--- src/logic/mag_event_pkg.sv ---
/*
  constants, field layouts and carrier types of the magnetic event and offset control block.
  assumes one 100 MHz clock and a register port that is already decoded to byte addresses.
*/
// Notes on behaviour
// - bypass clear: stored offsets added to samples
// - bypass set: raw samples, offsets ignored
// - three-bit field selects auto-sleep oversampling
// - oversampling count depends on code and rate
// - update select clear: all threshold references
// - update select set: only triggering axis
// - event source bit 0 is data ready
// - event source bit 1 is vector-magnitude event
// - event source bit 2 is threshold event
// - distance above threshold, persisting beyond count
// - compare decimated output with internal references
// - internal references never readable by host
// - zero references give absolute magnitude threshold
// - latch holds flag until source read
// - enable loads references from output or init
package mag_event_pkg;

  localparam logic [7:0] ADDR_CTRL_THREE = 8'h5d;
  localparam logic [7:0] ADDR_EVENT_SRC = 8'h5e;
  localparam logic [7:0] CTRL_THREE_RESET = 8'h00;
  localparam logic [7:0] EVENT_SRC_RESET = 8'h00;

  localparam int CTRL_BYPASS_BIT = 7;
  localparam int CTRL_OS_LSB = 4;
  localparam int CTRL_AXIS_UPD_BIT = 3;
  localparam int SRC_DRDY_BIT = 0;
  localparam int SRC_VECM_BIT = 1;
  localparam int SRC_THS_BIT = 2;

  // oversampling at the slowest rate is 16 << (code - 1), code 0 equal to code 1
  localparam logic [10:0] OS_BASE = 11'h010;
  localparam logic [10:0] OS_FLOOR = 11'h002;

  typedef logic [2:0] os_code_t;
  typedef logic [2:0] odr_sel_t;

  typedef struct packed {
    logic signed [15:0] x;
    logic signed [15:0] y;
    logic signed [15:0] z;
  } mag_vec_t;

  typedef struct packed {
    logic ths;
    logic vecm;
    logic drdy;
  } event_flags_t;

endpackage : mag_event_pkg

--- src/logic/mag_event_offset_control.sv ---
/*
  offset application, sleep oversampling selection, threshold reference update,
  vector-magnitude change detection and the read-only event source register.
  assumes samples, offsets, detector settings and threshold triggers arrive synchronous to CLK,
  and that the register port presents one decoded access per cycle.
*/
`timescale 1ns/1ns
module mag_event_offset_control (
  input wire logic CLK,
  input wire logic RST_N,
  input wire logic [7:0] REG_ADDR,
  input wire logic REG_WR,
  input wire logic REG_RD,
  input wire logic [7:0] REG_WDATA,
  output logic [7:0] REG_RDATA,
  input wire logic SAMPLE_VALID,
  input wire mag_event_pkg::mag_vec_t SAMPLE_RAW,
  input wire mag_event_pkg::mag_vec_t OFFSET,
  input wire mag_event_pkg::odr_sel_t ODR_SEL,
  input wire logic SLEEP_MODE,
  input wire mag_event_pkg::os_code_t ACTIVE_OS_CODE,
  input wire logic THS_TRIG,
  input wire logic [2:0] THS_AXIS,
  input wire logic VECM_EN,
  input wire logic VECM_INITM,
  input wire logic VECM_UPDM,
  input wire logic VECM_ELE,
  input wire logic [15:0] VECM_THS,
  input wire logic [7:0] VECM_CNT,
  input wire mag_event_pkg::mag_vec_t VECM_INIT,
  output mag_event_pkg::mag_vec_t MAG_OUT,
  output logic MAG_OUT_VALID,
  output logic [10:0] OSR_COUNT,
  output mag_event_pkg::mag_vec_t THS_REF,
  output mag_event_pkg::event_flags_t FLAGS
);
  import mag_event_pkg::*;

  function automatic logic [10:0] os_count(input odr_sel_t odr, input os_code_t code);
    logic [10:0] at_slowest;
    logic [3:0] shift;
    logic [10:0] scaled;
    at_slowest = (code == 3'h0) ? OS_BASE : (OS_BASE << (code - 3'h1));
    unique case (odr)
      3'h0: shift = 4'h0;
      3'h1: shift = 4'h2;
      3'h2: shift = 4'h3;
      3'h3: shift = 4'h5;
      3'h4: shift = 4'h6;
      3'h5: shift = 4'h7;
      3'h6: shift = 4'h8;
      3'h7: shift = 4'h9;
    endcase
    scaled = at_slowest >> shift;
    os_count = (scaled < OS_FLOOR) ? OS_FLOOR : scaled;
  endfunction : os_count

  function automatic logic signed [15:0] add_wrap(input logic signed [15:0] a,
                                                  input logic signed [15:0] b);
    logic signed [16:0] s;
    s = 17'(a) + 17'(b);
    add_wrap = s[15:0];
  endfunction : add_wrap

  function automatic logic [33:0] sq_diff(input logic signed [15:0] a,
                                          input logic signed [15:0] b);
    logic signed [16:0] d;
    logic signed [33:0] p;
    d = 17'(a) - 17'(b);
    p = d * d;
    sq_diff = p;
  endfunction : sq_diff

  ////////////////////////////////////////////////////////////////////////////
  // register port
  logic [7:0] ctrl_q, ctrl_d;
  logic [7:0] rdata_q, rdata_d;
  logic src_read;
  event_flags_t flags_q, flags_d;

  assign src_read = REG_RD && (REG_ADDR == ADDR_EVENT_SRC);

  always_comb begin
    ctrl_d = ctrl_q;
    rdata_d = 8'h00;
    // the event source address takes no write at all
    if (REG_WR && REG_ADDR == ADDR_CTRL_THREE) begin
      ctrl_d = REG_WDATA;
    end
    if (REG_RD) begin
      unique case (REG_ADDR)
        ADDR_CTRL_THREE: rdata_d = ctrl_q;
        // upper bits stay zero; references have no register read address
        ADDR_EVENT_SRC: rdata_d = {5'h00, flags_q};
        default: rdata_d = 8'h00;
      endcase
    end
  end

  always_ff @(posedge CLK or negedge RST_N) begin
    if (!RST_N) begin
      ctrl_q <= CTRL_THREE_RESET;
      rdata_q <= EVENT_SRC_RESET;
    end else begin
      ctrl_q <= ctrl_d;
      rdata_q <= rdata_d;
    end
  end

  ////////////////////////////////////////////////////////////////////////////
  // sample path and oversampling
  mag_vec_t out_q, out_d;
  logic out_valid_q, out_valid_d;
  logic [10:0] osr_q, osr_d;
  os_code_t os_sel;

  assign os_sel = SLEEP_MODE ? ctrl_q[CTRL_OS_LSB +: 3] : ACTIVE_OS_CODE;

  always_comb begin
    out_d = out_q;
    out_valid_d = SAMPLE_VALID;
    osr_d = os_count(ODR_SEL, os_sel);
    if (SAMPLE_VALID) begin
      if (ctrl_q[CTRL_BYPASS_BIT]) begin
        out_d = SAMPLE_RAW;
      end else begin
        out_d.x = add_wrap(SAMPLE_RAW.x, OFFSET.x);
        out_d.y = add_wrap(SAMPLE_RAW.y, OFFSET.y);
        out_d.z = add_wrap(SAMPLE_RAW.z, OFFSET.z);
      end
    end
  end

  always_ff @(posedge CLK or negedge RST_N) begin
    if (!RST_N) begin
      out_q <= '0;
      out_valid_q <= 1'b0;
      osr_q <= OS_FLOOR;
    end else begin
      out_q <= out_d;
      out_valid_q <= out_valid_d;
      osr_q <= osr_d;
    end
  end

  ////////////////////////////////////////////////////////////////////////////
  // threshold references
  mag_vec_t ths_ref_q, ths_ref_d;
  logic [2:0] ths_upd;

  assign ths_upd = ctrl_q[CTRL_AXIS_UPD_BIT] ? THS_AXIS : 3'h7;

  always_comb begin
    ths_ref_d = ths_ref_q;
    if (THS_TRIG) begin
      if (ths_upd[2]) ths_ref_d.x = out_q.x;
      if (ths_upd[1]) ths_ref_d.y = out_q.y;
      if (ths_upd[0]) ths_ref_d.z = out_q.z;
    end
  end

  always_ff @(posedge CLK or negedge RST_N) begin
    if (!RST_N) begin
      ths_ref_q <= '0;
    end else begin
      ths_ref_q <= ths_ref_d;
    end
  end

  ////////////////////////////////////////////////////////////////////////////
  // vector-magnitude detector; squares avoid a root, the threshold is squared too
  mag_vec_t vref_q, vref_d;
  logic en_q, en_d;
  logic [7:0] run_q, run_d;
  logic vecm_hit;
  logic over;
  logic [35:0] dist2;
  logic [35:0] ths2;
  logic [7:0] run_next;

  assign dist2 = 36'(sq_diff(out_d.x, vref_q.x)) + 36'(sq_diff(out_d.y, vref_q.y))
               + 36'(sq_diff(out_d.z, vref_q.z));
  assign ths2 = 36'(VECM_THS) * 36'(VECM_THS);
  assign over = en_q && VECM_EN && (dist2 > ths2);
  assign run_next = (run_q == 8'hff) ? run_q : run_q + 8'h01;
  assign vecm_hit = SAMPLE_VALID && over && (run_next > VECM_CNT);

  always_comb begin
    vref_d = vref_q;
    en_d = VECM_EN;
    run_d = run_q;
    if (SAMPLE_VALID) begin
      run_d = over ? run_next : 8'h00;
    end
    if (VECM_EN && !en_q) begin
      vref_d = VECM_INITM ? VECM_INIT : out_q;
      run_d = 8'h00;
    end else if (VECM_EN && VECM_INITM && VECM_UPDM) begin
      vref_d = VECM_INIT;
    end else if (vecm_hit && !VECM_UPDM) begin
      vref_d = out_d;
      run_d = 8'h00;
    end
  end

  always_ff @(posedge CLK or negedge RST_N) begin
    if (!RST_N) begin
      vref_q <= '0;
      en_q <= 1'b0;
      run_q <= 8'h00;
    end else begin
      vref_q <= vref_d;
      en_q <= en_d;
      run_q <= run_d;
    end
  end

  ////////////////////////////////////////////////////////////////////////////
  // event source flags; a new event in the read cycle survives the clear

  always_comb begin
    flags_d = flags_q;
    if (src_read) begin
      flags_d = '0;
    end
    if (out_valid_d) flags_d.drdy = 1'b1;
    if (THS_TRIG) flags_d.ths = 1'b1;
    if (VECM_ELE) begin
      if (vecm_hit) flags_d.vecm = 1'b1;
    end else if (SAMPLE_VALID) begin
      flags_d.vecm = vecm_hit;
    end else begin
      flags_d.vecm = flags_q.vecm;
    end
  end

  always_ff @(posedge CLK or negedge RST_N) begin
    if (!RST_N) begin
      flags_q <= '0;
    end else begin
      flags_q <= flags_d;
    end
  end

  assign REG_RDATA = rdata_q;
  assign MAG_OUT = out_q;
  assign MAG_OUT_VALID = out_valid_q;
  assign OSR_COUNT = osr_q;
  assign THS_REF = ths_ref_q;
  assign FLAGS = flags_q;
endmodule : mag_event_offset_control

--- config.mk ---
export PLATFORM = sky130hd
export DESIGN_NAME = mag_event_offset_control
export DESIGN_NICKNAME = d
export VERILOG_FILES = /design/src/logic/mag_event_pkg.sv /design/src/logic/mag_event_offset_control.sv
export SDC_FILE = /design/constraint.sdc
export NUM_CORES = 2
export LEC_CHECK = 0
export BUFFER_PORTS_ARGS = -buffer_cell sky130_fd_sc_hd__buf_2
export CAP_MARGIN = 10
export CORE_MARGIN = 5
export CORE_UTILIZATION = 50
export CTS_CLUSTER_SIZE = 30
export DETAILED_ROUTE_END_ITERATION = 8
export GPL_ROUTABILITY_DRIVEN = 0
export PLACE_DENSITY = 0.68
export SLEW_MARGIN = 20
export SYNTH_ARGS = -nofsm -noshare
export SYNTH_HDL_FRONTEND = slang
export SYNTH_SLANG_ARGS = --single-unit
export TNS_END_PERCENT = 20
--- constraint.sdc ---
create_clock -name CLK -period 34 [get_ports CLK]
set_input_delay 6.8 -clock CLK [delete_from_list [all_inputs] [get_ports CLK]]
set_output_delay 6.8 -clock CLK [all_outputs]
set_load 0.005 [all_outputs]
== After elaboration in Yosys (flattened, before gate mapping) ==
Memories as Yosys holds them, arrays and structs flattened.
Index checks and enable logic that the tools add are counted.

* Register bits after elaboration: 184
* ROM bits: 32
* Input bits: 204
* Word-level logic and storage cells: 87
* Memories kept: 1

* Add/subtract/negate cells: 10
* Multipliers: 4
* $lt $le $gt $ge: 3
* Equality and inequality tests: 4
* Shift operators: 2
* Muxes and demuxes: 24
* Reduce and logical (&&, ||, !) cells: 21

{| class="wikitable"
|+ Memories
! name !! depth !! bits a word !! read ports !! clocked after memory_dff !! wr ports !! RTL line !! RTL
|-
| (no name shown) || 8 || 4 || 1 || 0 || 0 || mag_event_offset_control.sv:44 || <nowiki>unique case (odr)</nowiki>
|}

{| class="wikitable"
|+ Operators by type and width
! cell !! count
|-
| two-way mux 48 bit || 6
|-
| multiplier 17 x 17 -> 34 bit || 3
|-
| two-way mux 8 bit || 7
|-
| subtractor 16 x 16 -> 17 bit || 3
|-
| adder 16 bit || 3
|-
| adder 35 x 34 -> 36 bit || 1
|-
| greater-than comparator 36 x 32 -> 1 bit || 1
|-
| adder 34 x 34 -> 35 bit || 1
|-
| multiplier 16 x 16 -> 32 bit || 1
|-
| two-way mux 11 bit || 2
|-
| == test 8 x 7 -> 1 bit (second input constant) || 2
|-
| case mux 8 bit (2 select lines) || 1
|-
| less-than comparator 11 x 2 -> 1 bit (second input constant) || 1
|-
| << shifter 5 x 3 -> 11 bit (first input constant) || 1
|-
| right shift 11 x 4 -> 11 bit || 1
|-
| logical AND 1 bit || 10
|-
| two-way mux 3 bit || 3
|-
| adder 8 x 1 -> 8 bit (second input constant) || 1
|-
| == test 8 bit (second input constant) || 1
|-
| greater-than comparator 8 bit || 1
|-
| AND reduction 2 bit || 4
|-
| nonzero test 2 bit || 3
|-
| two-way mux 1 bit || 5
|-
| zero test 3 bit || 1
|-
| other kinds (4) || 5
|}

== Logic depth before layout (Yosys ltp) ==
* Depth in word-level cells: 15
* Gate-level depth with buffers: 67
* Mapped depth without buffers: 64

== Worst setup path after synthesis ==
OpenSTA, ideal clock, no wires.

* Path type: input port to flip-flop
* Start: input port OFFSET[17] in the netlist's numbering
* End: register vref_q[36] in the netlist's numbering
* Setup time: 0.128 ns
* Arrival: 20.170 ns
* Data required time: 33.872 ns
* Setup slack: 13.703 ns
* Stages on the path: 57
* Buffers on the path: 2
* Cells stage by stage: ha_1 -> a211o_1 -> a2111oi_0 -> o31ai_1 -> xnor2_1 -> nand2_1 -> o21ai_0 -> a21oi_1 -> ha_1 -> or2_2 -> a21oi_1 -> a31oi_1 -> a41oi_1 -> mux2_2 -> a2111o_1 -> clkbuf_1 -> nand2_1 -> fa_1 -> [... 21 more ...] -> ha_1 -> and4_1 -> a221oi_1 -> o21ai_2 -> a21o_1 -> a21oi_1 -> xnor2_1 -> ha_1 -> nand4_1 -> nor2_1 -> and4_1 -> o32ai_1 -> or4_1 -> or4_4 -> o31ai_4 -> o21a_2 -> buf_4 -> mux2_1

{| class="wikitable"
|+ RTL lines
! item !! RTL line !! RTL
|-
| start: declaration || mag_event_offset_control.sv:18 || <nowiki>input wire mag_event_pkg::mag_vec_t OFFSET,</nowiki>
|-
| end signal: assignment || mag_event_offset_control.sv:212 || <nowiki>vref_q <= vref_d;</nowiki>
|-
| end: declaration || mag_event_offset_control.sv:172 || <nowiki>mag_vec_t vref_q, vref_d;</nowiki>
|}

==> results.yml <==
outcome:
  status: "complete, no violations"
critical_path:
  endpoint_kind: "flop"
  crit_type: "input port to flop"
  cpPeakStageDelay_ps: 670
  critPathLaunchType: "input port"
  critPathRequiredTime_ps: 34320
  crit_buf_inv: 11
  crit_path_end: "vref_q[6]"
  critPathLaunch: "OFFSET[32]"
  ff2ff_path_depth: 57
  worstReg2RegEnd: "vref_q[6]"
  rr_startpoint: "ctrl_q[7]"
  reg2reg_slack_ps: 16930
  cp.depth: 63
  cpMaxStageDelayCell: "xnor2_2"
  critical_path.top_delay_family: "adder cells"
  arrival_ps: 23710
  critPathMaxFanout: 44
sta:
  slew_violations: 0
  clock_skew_ps: 19.1
  finalCritPeriodShare_pct: 68.8
  maxSlewHeadroom_pct: 21.7
  finalHoldViolations: 0
  tightest_slew_ps: 1170
  min_period_ps: 23390
  clock.fmax_mhz: 42.8
  rsz0062_at_grt: "no"
  fin_setup_tns_ps: 0
  setup_viol: 0
yosys:
  synth_edf_count: 0
  yosysWarnings: 0
  yosys-top-cells-area: "fa_1 (39%), ha_1 (13%), inv_1 (11%)"
  syn-num-nets: 7485
  yosysTopAreaCell: "fa_1"
  ys_top_cells_by_count: "inv_1 (1467), fa_1 (1014), ha_1 (520)"
  postSynthCellCount: 5747
  ys_types: 89
  async_reset_ff_share_pct: 100
  ys.flop_type: "dfrtp_1"
  syn_area_mm2: 0.0518
  seq_area_frac_synth_pct: 8.88
  synth-seq-cells: 184
  synth_most_common_cell: "inv_1"
  synth.top_cell.area_share_pct: 39.2
  syn_avg_cell_area_um2: 9.02
final_layout:
  fin_cells: 7408
  drive_gt1_share_pct: 8.51
  syn_to_final_growth_pct: 7.48
  nets: 7738
  fin_util_pct: 54.0
routing:
  wl_per_cell_um: 19.4
  ant_nets: 0
  via_count: 40100
  viasPerCell: 5.41
  drt-initial-drc-count: 2981
  drc: 0
  first_pass_iters: 6
  drt_wl_total_mm: 144
clock_tree:
  clock_path_buffers: 2
  clkLatencyLatePin_ps: 450
  htree_num_levels: 4
  ctsHoldBuffers: 0
  cts_tree: "done"
  cts_setup_buffers: 0
  post_cts_resize_count: 0
  cts.sinks: 184
  root_buffer: "clkbuf_16"
  clkTransAtPathRegs_ps: 90
  numCtsBuffers: 17
place:
  dpl.hpwl_mm: 124
  place.port_buffers: 322
  dp_cells: 7361
floorplan:
  fp.dieH_um: 332
  initial_core_util_pct: 50.2
  dieArea_mm2: 0.110
  core-area_mm2: 0.103
  ios: 323
  row_count: 118
  die_w_um: 332
global_route:
  grt_pass1_wl_mm: 232
  antenna_found_initial: 18
  grt_overflow_total: 0
  grt_use_total_pct: 26.3
  grt_pass1_vias: 42500
  grt_max_degree: 108
worst_hold_path:
  hold_class: "flop to flop"
job:
  drv_cap: 0
-- routing by layer --
layer	GRT usage, %	wire length, µm	share of wire [%]	vias up
li1	-	-	-	18300
met1	36.3	61400	43	20100
met2	44.1	68400	48	1410
met3	3.79	9720	6.8	266
met4	7.12	4210	2.9	6
met5	0	46	0.032	-
-- cells by family (layout without fill, tap and decap cells) --
group,Yosys count,after routing,share of synthesized area (%)
other,1,16,0.00723
muxes,137,137,2.86
and+or+nand+nor,1221,1221,10.4
adders and majority gates,1534,1534,51.7
xor gates and xnor gates,255,255,4.32
buffers and inverters,1615,1881,11.8
DFF,184,184,8.88
AOI/OAI and AO/OA,800,800,10.0
-- placed cells by master, fill, tap and decap left out, types with 19 or more instances in the layout --
cell type,n
o21ai_0,121
or3_1,19
nor3_1,37
and2_1,64
nand2_1,405
buf_2,320
nand4_1,21
xnor2_1,138
dfrtp_1,182
mux2i_1,50
mux2_2,64
inv_1,1467
nand3_1,47
a21o_1,120
o22ai_1,25
a211oi_1,19
mux2_1,23
o21a_1,30
nor2_1,479
and3_1,28
a21oi_1,245
buf_4,42
nor2b_1,35
o22a_1,19
ha_1,520
xor2_1,109
o21bai_1,30
a31oi_1,30
fa_1,1014
nand2b_1,28
-- worst register-to-register path: cells and delay by family (launching register included) --
family | cells | cell delay, ps
adders and majority gates | 12 | 5020
xor gates and xnor gates | 2 | 740
DFF | 1 | 540
and+or+nand+nor | 11 | 2500
muxes | 2 | 980
AOI/OAI and AO/OA | 20 | 5000
buffers and inverters | 10 | 2160
-- how the worst min path moves through the flow --
stage | startpoint | cells after the start | to
after floorplan | ctrl_q[3] | 1 | REG_RDATA[3]
after global placement | ctrl_q[3] | 1 | REG_RDATA[3]
after detailed placement | THS_REF[29] | 2 | THS_REF[29]
after CTS | THS_REF[29] | 2 | THS_REF[29]
after global routing | THS_REF[29] | 2 | THS_REF[29]
final | THS_REF[29] | 2 | THS_REF[29]
-- area by class of cell --
| type | instances | area (µm²) |
|---|---|---|
| sequential | 184 | 4610 |
| tap | 1380 | 1730 |
| clock inverter | 15 | 211 |
| fill | 9421 | 47500 |
| timing repair buffer | 364 | 1940 |
| clock buffer | 17 | 425 |
| multi-input combinational | 3948 | 41200 |
| inverter | 1485 | 5570 |
| antenna | 15 | 37.5 |
-- metrics by stage --
stage	instance area (µm²)	setup slack (ps)	hold WS [ps]
after floorplan	51800	13700	454
after global placement	55000	10200	467
after detailed placement	55000	10570	470
after CTS	55700	10950	489
after global routing	55700	9710	499
final	55700	10610	484
-- flip-flops by register name, indices dropped and copies added, names as in the netlist --
name and cells:
en_q 1, MAG_OUT 48, MAG_OUT_VALID 1, REG_RDATA 8
vref_q 48, run_q 8, THS_REF 48, FLAGS 3
ctrl_q 8, OSR_COUNT 11
Power is left out: the tool's default activity adds up to more than one toggle a clock period on the data nets, which glitch-free logic cannot reach.
